### src/core/dbc_pkg.sv
// Constants of the debug breakpoint control and status block.
// Assumes a TAP controller outside that presents command fields and TCK as pins.
package dbc_pkg;
  // Register select codes of the command word.
  localparam logic [4:0] DBC_RS_CPUSCR = 5'h0B;
  localparam logic [4:0] DBC_RS_BYPASS = 5'h0C;
  localparam logic [4:0] DBC_RS_CONTROL = 5'h0D;
  localparam logic [4:0] DBC_RS_BYPASS_ALT = 5'h1F;
  // Field positions of the control word.
  localparam int DBC_CW_ACA_LSB = 0;
  localparam int DBC_CW_ACB_LSB = 5;
  localparam int DBC_CW_RSA = 10;
  localparam int DBC_CW_RSB = 11;
  localparam int DBC_CW_FRZ = 12;
  localparam int DBC_CW_TME = 13;
  localparam int DBC_CW_IRE = 14;
  localparam int DBC_CW_FDR = 15;
  localparam int DBC_CW_SQC_LSB = 16;
  // Bit positions of the status word.
  localparam int DBC_ST_HW_REQUEST_OCCURRED = 9;
  localparam int DBC_ST_DRO = 8;
  localparam int DBC_ST_MBO = 7;
  localparam int DBC_ST_SWO = 6;
  localparam int DBC_ST_TO = 5;
  localparam int DBC_ST_FREEZE_OCCURRED = 4;
  localparam int DBC_ST_SQB = 3;
  localparam int DBC_ST_SQA = 2;
  // Reset values.
  localparam logic [31:0] DBC_CW_RESET = 32'h0000_0000;
  localparam logic [7:0] DBC_OCC_RESET = 8'h00;
  // Processor mode codes.
  localparam logic [1:0] DBC_PM_NORMAL = 2'h0;
  localparam logic [1:0] DBC_PM_LOWPWR = 2'h1;
  localparam logic [1:0] DBC_PM_DEBUG = 2'h2;
  // Width of the synchronised TAP-side bundle.
  localparam int DBC_SYNC_W = 44;
  // Idle levels of the synchronised bundle: only the active-low debug-enable pin sits high.
  localparam logic [DBC_SYNC_W-1:0] DBC_SYNC_RESET = 44'h020_0000_0000;
endpackage : dbc_pkg

### src/core/dbc_core.sv
// Debug control and status: control word, two breakpoint units, status word.
// Assumes TAP-side pins change around TCK and are stable at the TCK rise in update-DR.
`timescale 1ns/100ps
module dbc_core
  import dbc_pkg::*;
(
  // Clock, reset, enable.
  input wire logic i_clk,
  input wire logic i_sys_rst,
  input wire logic i_ce,
  // TAP side pins.
  input wire logic i_tck,
  input wire logic i_test_logic_reset,
  input wire logic i_update_dr,
  input wire logic [4:0] i_cmd_rs,
  input wire logic i_cmd_go,
  input wire logic i_cmd_exit,
  input wire logic i_cmd_read,
  input wire logic [31:0] i_dr_data,
  input wire logic i_debug_enable_pin_n,
  // CPU side.
  input wire logic i_internal_debug_request_in_n,
  input wire logic i_acc_valid,
  input wire logic [31:0] i_acc_addr,
  input wire logic i_acc_instr,
  input wire logic i_acc_cof,
  input wire logic i_acc_write,
  input wire logic i_acc_super,
  input wire logic [31:0] i_base_a,
  input wire logic [31:0] i_mask_a,
  input wire logic [31:0] i_base_b,
  input wire logic [31:0] i_mask_b,
  input wire logic i_trace_zero,
  input wire logic i_sw_bkpt,
  input wire logic i_cpu_debug_entry,
  input wire logic i_cpu_in_debug,
  input wire logic i_cpu_low_power,
  // Outputs.
  output logic o_debug_request,
  output logic o_breakpoint_request_out,
  output logic o_exit_debug,
  output logic o_fifo_freeze,
  output logic o_trace_count_enable,
  output logic [31:0] o_control_word,
  output logic [15:0] o_debug_entry_status
);

  logic [DBC_SYNC_W-1:0] sync1_reg;
  logic [DBC_SYNC_W-1:0] sync2_reg;
  logic tck_d_reg;
  logic [31:0] ctrl_reg;
  logic [7:0] occ_reg;
  logic [31:0] latched_access_address;
  logic lat_valid_reg, lat_instr_reg, lat_cof_reg, lat_write_reg, lat_super_reg;
  logic hw_pend_reg, mb_pend_reg, tz_pend_reg, sw_pend_reg;
  logic brk_reg, exit_reg;
  logic [1:0] pm_reg;

  logic tck_s, tlr_s, upd_s, go_s, ex_s, rd_s, de_n_s;
  logic [4:0] rs_s;
  logic [31:0] data_s;
  logic update_edge, exit_cmd, ctrl_write;
  logic [4:0] access_control_a, access_control_b;
  logic range_select_a, range_select_b, freeze_select, trace_enable;
  logic internal_request_enable, force_debug_request;
  logic [1:0] sequential_control;
  logic hit_a, hit_b, b_eff, freeze_evt, arm_a, arm_b, hw_req;
  logic [7:0] occ_next;

  // Qualifies one access against a five-bit access-control code.
  function automatic logic acc_qual(input logic [4:0] bc, input logic instr, input logic cof,
                                    input logic wr, input logic sup);
    logic priv_ok;
    logic type_ok;
    priv_ok = 1'b0;
    type_ok = 1'b0;
    case (bc[4:3])
      2'b00: priv_ok = 1'b1;
      2'b10: priv_ok = !sup;
      2'b11: priv_ok = sup;
      default: priv_ok = 1'b0;
    endcase
    case (bc[2:0])
      3'h1: type_ok = 1'b1;
      3'h2: type_ok = instr;
      3'h3: type_ok = !instr;
      3'h4: type_ok = instr && cof;
      3'h5: type_ok = !instr && wr;
      3'h6: type_ok = !instr && !wr;
      default: type_ok = 1'b0;
    endcase
    return priv_ok && type_ok;
  endfunction : acc_qual

  // Two-flop synchronisers for everything coming from the TAP side.
  always_ff @(posedge i_clk) begin
    if (i_sys_rst) begin
      sync1_reg <= DBC_SYNC_RESET;
      sync2_reg <= DBC_SYNC_RESET;
    end else if (i_ce) begin
      sync1_reg <= {i_tck, i_test_logic_reset, i_update_dr, i_cmd_go, i_cmd_exit, i_cmd_read,
                    i_debug_enable_pin_n, i_cmd_rs, i_dr_data};
      sync2_reg <= sync1_reg;
    end
  end

  assign {tck_s, tlr_s, upd_s, go_s, ex_s, rd_s, de_n_s, rs_s, data_s} = sync2_reg;

  always_ff @(posedge i_clk) begin
    if (i_sys_rst) begin
      tck_d_reg <= 1'b0;
    end else if (i_ce) begin
      tck_d_reg <= tck_s;
    end
  end

  assign update_edge = tck_s && !tck_d_reg && upd_s && !tlr_s;
  assign exit_cmd = update_edge && go_s && ex_s &&
                    (rs_s == DBC_RS_CPUSCR || rs_s == DBC_RS_BYPASS);
  assign ctrl_write = update_edge && !rd_s && rs_s == DBC_RS_CONTROL;

  // Control word, loaded by a write command at update-DR.
  always_ff @(posedge i_clk) begin
    if (i_sys_rst) begin
      ctrl_reg <= DBC_CW_RESET;
    end else if (i_ce) begin
      if (tlr_s) begin
        ctrl_reg <= DBC_CW_RESET;
      end else if (ctrl_write) begin
        ctrl_reg <= data_s;
      end
    end
  end

  assign access_control_a = ctrl_reg[DBC_CW_ACA_LSB +: 5];
  assign access_control_b = ctrl_reg[DBC_CW_ACB_LSB +: 5];
  assign range_select_a = ctrl_reg[DBC_CW_RSA];
  assign range_select_b = ctrl_reg[DBC_CW_RSB];
  assign freeze_select = ctrl_reg[DBC_CW_FRZ];
  assign trace_enable = ctrl_reg[DBC_CW_TME];
  assign internal_request_enable = ctrl_reg[DBC_CW_IRE];
  assign force_debug_request = ctrl_reg[DBC_CW_FDR];
  assign sequential_control = ctrl_reg[DBC_CW_SQC_LSB +: 2];

  // Memory address latch and access attributes, taken on every access.
  always_ff @(posedge i_clk) begin
    if (i_sys_rst) begin
      latched_access_address <= 32'h0000_0000;
      lat_valid_reg <= 1'b0;
      lat_instr_reg <= 1'b0;
      lat_cof_reg <= 1'b0;
      lat_write_reg <= 1'b0;
      lat_super_reg <= 1'b0;
    end else if (i_ce) begin
      lat_valid_reg <= i_acc_valid;
      if (i_acc_valid) begin
        latched_access_address <= i_acc_addr;
        lat_instr_reg <= i_acc_instr;
        lat_cof_reg <= i_acc_cof;
        lat_write_reg <= i_acc_write;
        lat_super_reg <= i_acc_super;
      end
    end
  end

  // Comparators with range sense and access qualification.
  assign hit_a = lat_valid_reg && access_control_a != 5'h00 &&
                 (((latched_access_address & i_mask_a) == (i_base_a & i_mask_a))
                  ^ range_select_a) &&
                 acc_qual(access_control_a, lat_instr_reg, lat_cof_reg, lat_write_reg,
                          lat_super_reg);
  assign hit_b = lat_valid_reg && access_control_b != 5'h00 &&
                 (((latched_access_address & i_mask_b) == (i_base_b & i_mask_b))
                  ^ range_select_b) &&
                 acc_qual(access_control_b, lat_instr_reg, lat_cof_reg, lat_write_reg,
                          lat_super_reg);

  // Sequencing: A may arm B, B may arm trace.
  assign b_eff = hit_b && (!sequential_control[1] || occ_reg[DBC_ST_SQA-2]);
  assign arm_a = sequential_control[1] && hit_a;
  assign arm_b = sequential_control[0] && b_eff;
  assign freeze_evt = b_eff && freeze_select && !sequential_control[0];
  assign hw_req = !de_n_s || (internal_request_enable && !i_internal_debug_request_in_n);

  // Breakpoint request to the CPU, registered.
  always_ff @(posedge i_clk) begin
    if (i_sys_rst) begin
      brk_reg <= 1'b0;
    end else if (i_ce) begin
      brk_reg <= (hit_a && !sequential_control[1]) ||
                 (b_eff && !sequential_control[0] && !freeze_select);
    end
  end

  // Causes seen since the last exit, folded into status at debug entry.
  always_ff @(posedge i_clk) begin
    if (i_sys_rst) begin
      hw_pend_reg <= 1'b0;
      mb_pend_reg <= 1'b0;
      tz_pend_reg <= 1'b0;
      sw_pend_reg <= 1'b0;
    end else if (i_ce) begin
      if (tlr_s || (exit_cmd && !hw_req)) begin
        hw_pend_reg <= 1'b0;
      end else if (hw_req) begin
        hw_pend_reg <= 1'b1;
      end
      if (tlr_s || (exit_cmd && !brk_reg)) begin
        mb_pend_reg <= 1'b0;
      end else if (brk_reg) begin
        mb_pend_reg <= 1'b1;
      end
      if (tlr_s || (exit_cmd && !(i_trace_zero && o_trace_count_enable))) begin
        tz_pend_reg <= 1'b0;
      end else if (i_trace_zero && o_trace_count_enable) begin
        tz_pend_reg <= 1'b1;
      end
      if (tlr_s || (exit_cmd && !i_sw_bkpt)) begin
        sw_pend_reg <= 1'b0;
      end else if (i_sw_bkpt) begin
        sw_pend_reg <= 1'b1;
      end
    end
  end

  // Occurrence bits: set wins over the exit clear in the same cycle.
  always_comb begin
    occ_next = occ_reg;
    if (exit_cmd) begin
      occ_next = DBC_OCC_RESET;
    end
    if (i_cpu_debug_entry) begin
      if (hw_pend_reg || hw_req) occ_next[DBC_ST_HW_REQUEST_OCCURRED-2] = 1'b1;
      if (force_debug_request) occ_next[DBC_ST_DRO-2] = 1'b1;
      if (mb_pend_reg || brk_reg) occ_next[DBC_ST_MBO-2] = 1'b1;
      if (sw_pend_reg || i_sw_bkpt) occ_next[DBC_ST_SWO-2] = 1'b1;
      if (tz_pend_reg) occ_next[DBC_ST_TO-2] = 1'b1;
    end
    if (freeze_evt) occ_next[DBC_ST_FREEZE_OCCURRED-2] = 1'b1;
    if (arm_b) occ_next[DBC_ST_SQB-2] = 1'b1;
    if (arm_a) occ_next[DBC_ST_SQA-2] = 1'b1;
  end

  // Occurrence register and processor mode capture.
  always_ff @(posedge i_clk) begin
    if (i_sys_rst) begin
      occ_reg <= DBC_OCC_RESET;
    end else if (i_ce) begin
      if (tlr_s) begin
        occ_reg <= DBC_OCC_RESET;
      end else begin
        occ_reg <= occ_next;
      end
    end
  end

  always_ff @(posedge i_clk) begin
    if (i_sys_rst) begin
      pm_reg <= DBC_PM_NORMAL;
    end else if (i_ce) begin
      if (i_cpu_in_debug) begin
        pm_reg <= DBC_PM_DEBUG;
      end else if (i_cpu_low_power) begin
        pm_reg <= DBC_PM_LOWPWR;
      end else begin
        pm_reg <= DBC_PM_NORMAL;
      end
    end
  end

  // Exit pulse to the CPU.
  always_ff @(posedge i_clk) begin
    if (i_sys_rst) begin
      exit_reg <= 1'b0;
    end else if (i_ce) begin
      exit_reg <= exit_cmd;
    end
  end

  // A held force bit keeps the request up, so the CPU comes straight back after exit.
  assign o_debug_request = force_debug_request || hw_req;
  assign o_breakpoint_request_out = brk_reg;
  assign o_exit_debug = exit_reg;
  assign o_fifo_freeze = occ_reg[DBC_ST_FREEZE_OCCURRED-2];
  assign o_trace_count_enable = trace_enable &&
                                (!sequential_control[0] || occ_reg[DBC_ST_SQB-2]);
  assign o_control_word = ctrl_reg;
  assign o_debug_entry_status = {6'h00, occ_reg, pm_reg};

endmodule : dbc_core

### config.mk
export PLATFORM = sky130hd
export DESIGN_NAME = dbc_core
export DESIGN_NICKNAME = d
export VERILOG_FILES = /design/src/core/dbc_pkg.sv /design/src/core/dbc_core.sv
export SDC_FILE = /design/constraint.sdc
export NUM_CORES = 1
export LEC_CHECK = 0
export BUFFER_PORTS_ARGS = -buffer_cell sky130_fd_sc_hd__buf_2
export CAP_MARGIN = 20
export CORE_ASPECT_RATIO = 0.75
export CORE_MARGIN = 2
export CORE_UTILIZATION = 45
export CTS_CLUSTER_SIZE = 8
export DETAILED_ROUTE_END_ITERATION = 8
export GPL_TIMING_DRIVEN = 0
export PLACE_DENSITY_LB_ADDON = 0.15
export SLEW_MARGIN = 20
export SYNTH_ARGS = -nofsm -noshare
export SYNTH_HDL_FRONTEND = slang
export SYNTH_SLANG_ARGS = --single-unit
### constraint.sdc
create_clock -name i_clk -period 4.25 [get_ports i_clk]
set_input_delay 0.425 -clock i_clk [delete_from_list [all_inputs] [get_ports i_clk]]
set_output_delay 0.425 -clock i_clk [all_outputs]
set_load 0.03 [all_outputs]
==> impl_metrics.ini, run 1 <==
[status]
status = finished clean

[min_path]
hold_path_class = in2reg

[global_routing]
grt_pass1_wl_mm = 33.7
gr-usage-all-layers_pct = 26.1
grt_max_degree = 17
grt-ovfl-total = 0
antenna_found_initial = 0
grt_pass1_vias = 6182

[worst_setup_path]
cp-startpoint = latched_access_address[5]$_SDFFE_PP0P_
critPathKind = reg2reg
r2r-end = occ_reg[2]$_SDFFE_PP0P_
cp-start-kind = register
reg2reg_depth = 7
crit_fanout = 3
ff2ff_setup_slack_ns = 1.68
worst-endpoint-arrival_ns = 2.88
critPathCaptureType = register
cp-endpoint = occ_reg[2]$_SDFFE_PP0P_
cp.required_ns = 4.56
rr_startpoint = latched_access_address[5]$_SDFFE_PP0P_

[die]
fp.dieArea_mm2 = 0.0171
die_h_um = 114
rows = 40
fp.coreArea_mm2 = 0.0159
num_io_pins = 271
start_util_pct = 45.4
die_w_um = 150

[finish]
area_growth_pct = 30.3
instances_no_fill = 1290
fin_util_pct = 59.2
multiInputGateArea_mm2 = 0.00348
drive_gt1_share_pct = 28.9
layout.nets = 1284
ff_latch_area_mm2 = 0.00348
fillers = 1468

[timing]
rsz0062_at_grt = no
skew_ns = 0.0125
min_period_ns = 2.57
fmax_mhz = 389
setup_viol = 0
maxSlewViolCount = 0
hold_viol = 0
slew_headroom_pct = 40.5
finalCritPeriodShare_pct = 60.4
worst_pin_slew_ns = 0.892
setup_tns_ns = 0

[route]
viasPerCell = 5.11
drtIter0Drc = 335
wl_per_cell_um = 17.3
drt_first_pass_iters = 5
drc = 0
vias = 6590
antenna_left = 0
finalWirelength_mm = 22.4

[synthesis]
yosys_warnings = 0
synth_xor_area_share_pct = 8.14
ys_top_cells_by_area = dfxtp_1 48%, mux2i_1 13%, xor2_1 7.9%
synth_flop_cell = dfxtp_1
synth_simple_gate_area_share_pct = 14.7
yosysSeqAreaShare_pct = 48.3
synth.avg_cell_area_um2 = 9.26
synth_edf_count = 0
syn-instance-count = 778
synth_top_family_by_area = simple AND/OR/NAND/NOR gates
synth.distinct_cells = 43
synthAdderAreaFrac_pct = 0
synth_seq_cells = 174
synth_largest_area_cell = dfxtp_1
netlist_area_mm2 = 0.00721
yosysTopAreaCellShare_pct = 48.3
synth_compound_area_share_pct = 12.5
async_flop_share_pct = 0
synthMuxAreaShare_pct = 12.6

[placed_design]
gp_congestion = 0.850
place_hpwl_mm = 17.5
io_buffers = 264
dp_cells = 1257

[power_and_ir_drop]
total_power_mw = 3.68
power.leakage_nw = 4.47
vdd_ir_drop_max_v = 0.000301
p_per_area_mw_per_mm2 = 392

[cts]
root_buffer = clkbuf_16
postCtsHoldBufs = 0
clock_sinks = 174
cts_buffer_depth = 2
path_clk_slew_ns = 0.06
cts.repair.resized = 0
numCtsBuffers = 17
cts_tree = done
cts_max_level = 4
worstSkewPairLatency_ns = 0.42
cts_setup_buffers = 0

[run]
drv_cap = 0
-- layout make-up --
| type | instances | area share [%] |
|---|---|---|
| plain buffers | 53 | 2.65 |
| well taps | 210 | 2.80 |
| repair buffers | 264 | 14.1 |
| clock buffers | 19 | 4.61 |
| clock inverters | 12 | 1.56 |
| flip-flops and latches | 174 | 37.1 |
| multi-input cells | 553 | 37.1 |
| inverters | 3 | 0.120 |
| diodes | 2 | 0.0533 |
-- logic make-up after synthesis --
| family | after synthesis |
|---|---|
| compound gates | 135 |
| xor+xnor | 67 |
| buf+inv | 56 |
| flops | 174 |
| mux | 91 |
| other cells | 1 |
| simple gates | 254 |
-- cells in the mapped netlist (all sizes together), types with 2 or more instances --
library cell    n
xnor2           2
o21ai           6
nand2          87
a211o           2
inv             3
clkbuf         34
nor2          130
and3            2
dfxtp         174
nand4           9
o21a            2
a22oi          69
buf            19
xor2           65
a21oi          44
nor2b           3
a21boi          2
nor4            3
nand3           5
mux2i          91
or2             2
nand2b          4
nand3b          2
and2            2
a21o            2
-- cells in the final DEF, fill, tap and decap left out, drive strengths merged, types with 3 or more instances in the layout --
cell type	count
dfxtp	174
nand3	5
bufinv	3
nand2	87
nor2	130
nor4	3
nand2b	4
mux2i	91
conb	6
buf	283
nand4	9
nor2b	3
o21ai	6
clkinvlp	3
clkinv	6
clkbuf	53
inv	3
a21oi	44
a22oi	69
xor2	65
-- per-stage QoR --
step	worst slack, ns	hold slack [ns]	area (µm²)
after floorplan	2.35	0.431	7230
after global placement	1.58	0.436	8810
after detailed placement	1.54	0.444	8810
after CTS	1.63	0.200	9390
after global routing	1.44	0.202	9390
final	1.68	0.215	9390
-- power by group --
part | internal, mW | switching, mW
combinational | 0.187 | 0.209
clock | 0.916 | 0.631
sequential | 1.69 | 0.0471
-- worst min path at each step --
stage,startpoint,end,slack [ns],cells after the start
final,i_debug_enable_pin_n,sync1_reg[37]$_SDFFE_PP1P_,0.22,2
after global placement,occ_reg[5]$_SDFFE_PP0P_,occ_reg[5]$_SDFFE_PP0P_,0.44,2
after global routing,i_debug_enable_pin_n,sync1_reg[37]$_SDFFE_PP1P_,0.20,2
after floorplan,sync1_reg[37]$_SDFFE_PP1P_,sync2_reg[37]$_SDFFE_PP1P_,0.43,1
after detailed placement,occ_reg[7]$_SDFFE_PP0P_,occ_reg[7]$_SDFFE_PP0P_,0.44,2
after CTS,i_debug_enable_pin_n,sync1_reg[37]$_SDFFE_PP1P_,0.20,2
-- metal layers --
metal / track usage (%) / routed length [µm]
met1: 37.6 / 10600
met2: 38.8 / 9730
met3: 7.48 / 1700
met4: 6.23 / 323
met5: 0 / 0
-- worst max-delay path, cell delays in order (launching register included) --
cell      delay, ns
dfxtp_1        0.50
xor2_1         0.11
a22oi_1        0.20
nand4_1        0.22
nor4_1         0.71
mux2i_1        0.39
nand4b_1       0.16
mux2i_1        0.16
Note: power is estimated with default switching activity, not from simulation.
==> run 2: changes to the inputs <==
--- a/config.mk
+++ b/config.mk
@@ -9,7 +9,7 @@
 export CAP_MARGIN = 20
 export CORE_ASPECT_RATIO = 0.75
 export CORE_MARGIN = 2
-export CORE_UTILIZATION = 45
+export CORE_UTILIZATION = 44
 export CTS_CLUSTER_SIZE = 8
 export DETAILED_ROUTE_END_ITERATION = 8
 export GPL_TIMING_DRIVEN = 0
==> constraint.sdc (replaced) <==
create_clock -name i_clk -period 2.16 [get_ports i_clk]
set_input_delay 0.216 -clock i_clk [delete_from_list [all_inputs] [get_ports i_clk]]
set_output_delay 0.216 -clock i_clk [all_outputs]
set_load 0.03 [all_outputs]
==> impl_metrics.ini, run 2 (synthesis results as in run 1) <==
[worst_setup_path]
ff2ff_setup_slack_ns = 0.002
critPathKind = reg2reg
cp-endpoint = occ_reg[2]$_SDFFE_PP0P_
slowest_delay_ns = 0.44
slowest_stage = nor4_4
reg2reg_depth = 7
cp.required_ns = 2.47
r2r-end = occ_reg[2]$_SDFFE_PP0P_
crit_fanout = 3
critPathCaptureType = register
rr_startpoint = latched_access_address[19]$_SDFFE_PP0P_
crit_chain = xor2_1 -> a22oi_1 -> nand4_1 -> nor4_4 -> mux2i_2 -> nand4b_1 -> mux2i_1
cp-start-kind = register
worst-endpoint-arrival_ns = 2.47
cp-startpoint = latched_access_address[19]$_SDFFE_PP0P_

[die]
rows = 40
die_w_um = 152
fp.coreArea_mm2 = 0.0160
start_util_pct = 45.0
num_io_pins = 271
die_h_um = 115
fp.dieArea_mm2 = 0.0174

[power_and_ir_drop]
p_sw_share_pct = 24.4
p_seq_share_pct = 46.5
total_power_mw = 7.36
clockPowerShare_pct = 42.7
p_comb_share_pct = 10.8
vdd_ir_drop_max_v = 0.000574
power.leakage_nw = 4.54
p_sw_mw = 1.79
p_int_mw = 5.57
p_per_area_mw_per_mm2 = 771

[timing]
rsz0062_at_grt = yes
skew_ns = 0.00677
worst_pin_slew_ns = 0.898
maxSlewViolCount = 0
setup_tns_ns = 0
slew_headroom_pct = 40.1
fmax_mhz = 463
min_period_ns = 2.16
hold_viol = 0
finalCritPeriodShare_pct = 99.9
setup_viol = 0

[global_routing]
grt_pass1_wl_mm = 32.5
grt_pass1_vias = 5957
grt-ovfl-total = 0
grt_max_degree = 17
gr-usage-all-layers_pct = 24.8
antenna_found_initial = 1

[finish]
area_growth_pct = 32.6
fin_util_pct = 59.6
multiInputGateArea_mm2 = 0.00357
fillers = 1481
drive_gt1_share_pct = 31.5
layout_commonest_cell = buf_2
layout.nets = 1286
ff_latch_area_mm2 = 0.00350
final_cell_mix = 268 x buf_2, 163 x dfxtp_1, 130 x nor2_1, 90 x mux2i_1, 87 x nand2_1

[route]
drt_first_pass_iters = 7
drtIter0Drc = 352
viasPerCell = 5.08
drc = 0
wl_per_cell_um = 17.3
vias = 6569
finalWirelength_mm = 22.3
antenna_left = 0

[placed_design]
io_buffers = 264
place_hpwl_mm = 17.4
gp_congestion = 0.848

[cts]
cts_tree = done
root_buffer = clkbuf_16
path_clk_slew_ns = 0.06
cts_buffer_depth = 2
cts_max_level = 4
numCtsBuffers = 17
clock_sinks = 174
worstSkewPairLatency_ns = 0.42

[status]
status = finished clean

[run]
drv_cap = 0

[min_path]
hold_path_class = in2reg
[run 2: cell count changes in the layout (fill, tap and decap cells not counted), sizes merged]
cell / before / now
clkinv: 6 / 3
buf: 283 / 284
inv: 3 / 6
dlygate4sd3: 0 / 1
clkbuf: 53 / 54
[run 2: final cells by class]
type | count | share of cell area [%]
Inverter | 3 | 0.118
Timing Repair Buffer | 266 | 14.1
Antenna cell | 2 | 0.0524
Multi-Input combinational cell | 553 | 37.4
Clock buffer | 20 | 4.68
Clock inverter | 12 | 1.68
Sequential cell | 174 | 36.6
Buffer | 53 | 2.67
Tap cell | 210 | 2.75
[run 2: how the worst min path moves through the flow]
stage,startpoint,endpoint,slack [ns],depth (start not counted)
floorplan,i_debug_enable_pin_n,sync1_reg[37]$_SDFFE_PP1P_,0.34,1
global placement,i_debug_enable_pin_n,sync1_reg[37]$_SDFFE_PP1P_,0.43,2
detailed placement,i_debug_enable_pin_n,sync1_reg[37]$_SDFFE_PP1P_,0.43,2
CTS,i_acc_addr[5],latched_access_address[5]$_SDFFE_PP0P_,0.006,3
global route,i_acc_addr[17],latched_access_address[17]$_SDFFE_PP0P_,0.01,3
finish,i_acc_addr[3],latched_access_address[3]$_SDFFE_PP0P_,0.02,3
[run 2: worst max-delay path: cells and delay by family (launching register included)]
family,cells,cell delay (ns)
flops,1,0.35
simple gates,3,0.80
xor+xnor,1,0.17
compound gates,1,0.22
mux,2,0.50
[run 2: metal layers]
layer  vias to the layer above  routed length [µm]  track usage (%)
met5                         -                   0                0
met4                         0                 161             5.31
met3                        12                1720             5.60
met2                       225               10000             38.9
met1                      3078               10400             35.0
li1                       3254                   -                -
[run 2: power by group through the flow]
stage	Combinational, mW	Sequential [mW]	Clock (mW)
3_5_place_dp	0.769	3.49	0
5_1_grt	0.872	3.43	3.34
4_1_cts	0.787	3.42	3.19
6_report	0.793	3.42	3.15
3_3_place_gp	0.760	3.49	0
2_1_floorplan	0.427	3.47	0
[run 2: per-stage QoR]
stage / instances / hold WS [ns] / area [µm²] / worst slack [ns]
after floorplan: 783 / 0.338 / 7230 / 0.319
after global placement: 1257 / 0.427 / 8810 / -0.417
after detailed placement: 1257 / 0.429 / 8810 / -0.419
after CTS: 1291 / 0.00607 / 9500 / -0.0178
after global routing: 1291 / 0.0116 / 9550 / -0.114
final: 1293 / 0.0242 / 9550 / 0.00152
[run 2: what timing repair did]
action / CTS / global route
setup buffers: 1 / 0
hold buffers: 1 / 0
resized for setup: 19 / 14
setup endpoints to repair: 34 / 17
pin swaps: 11 / 11
endpoints found under the hold margin: 1 / 0
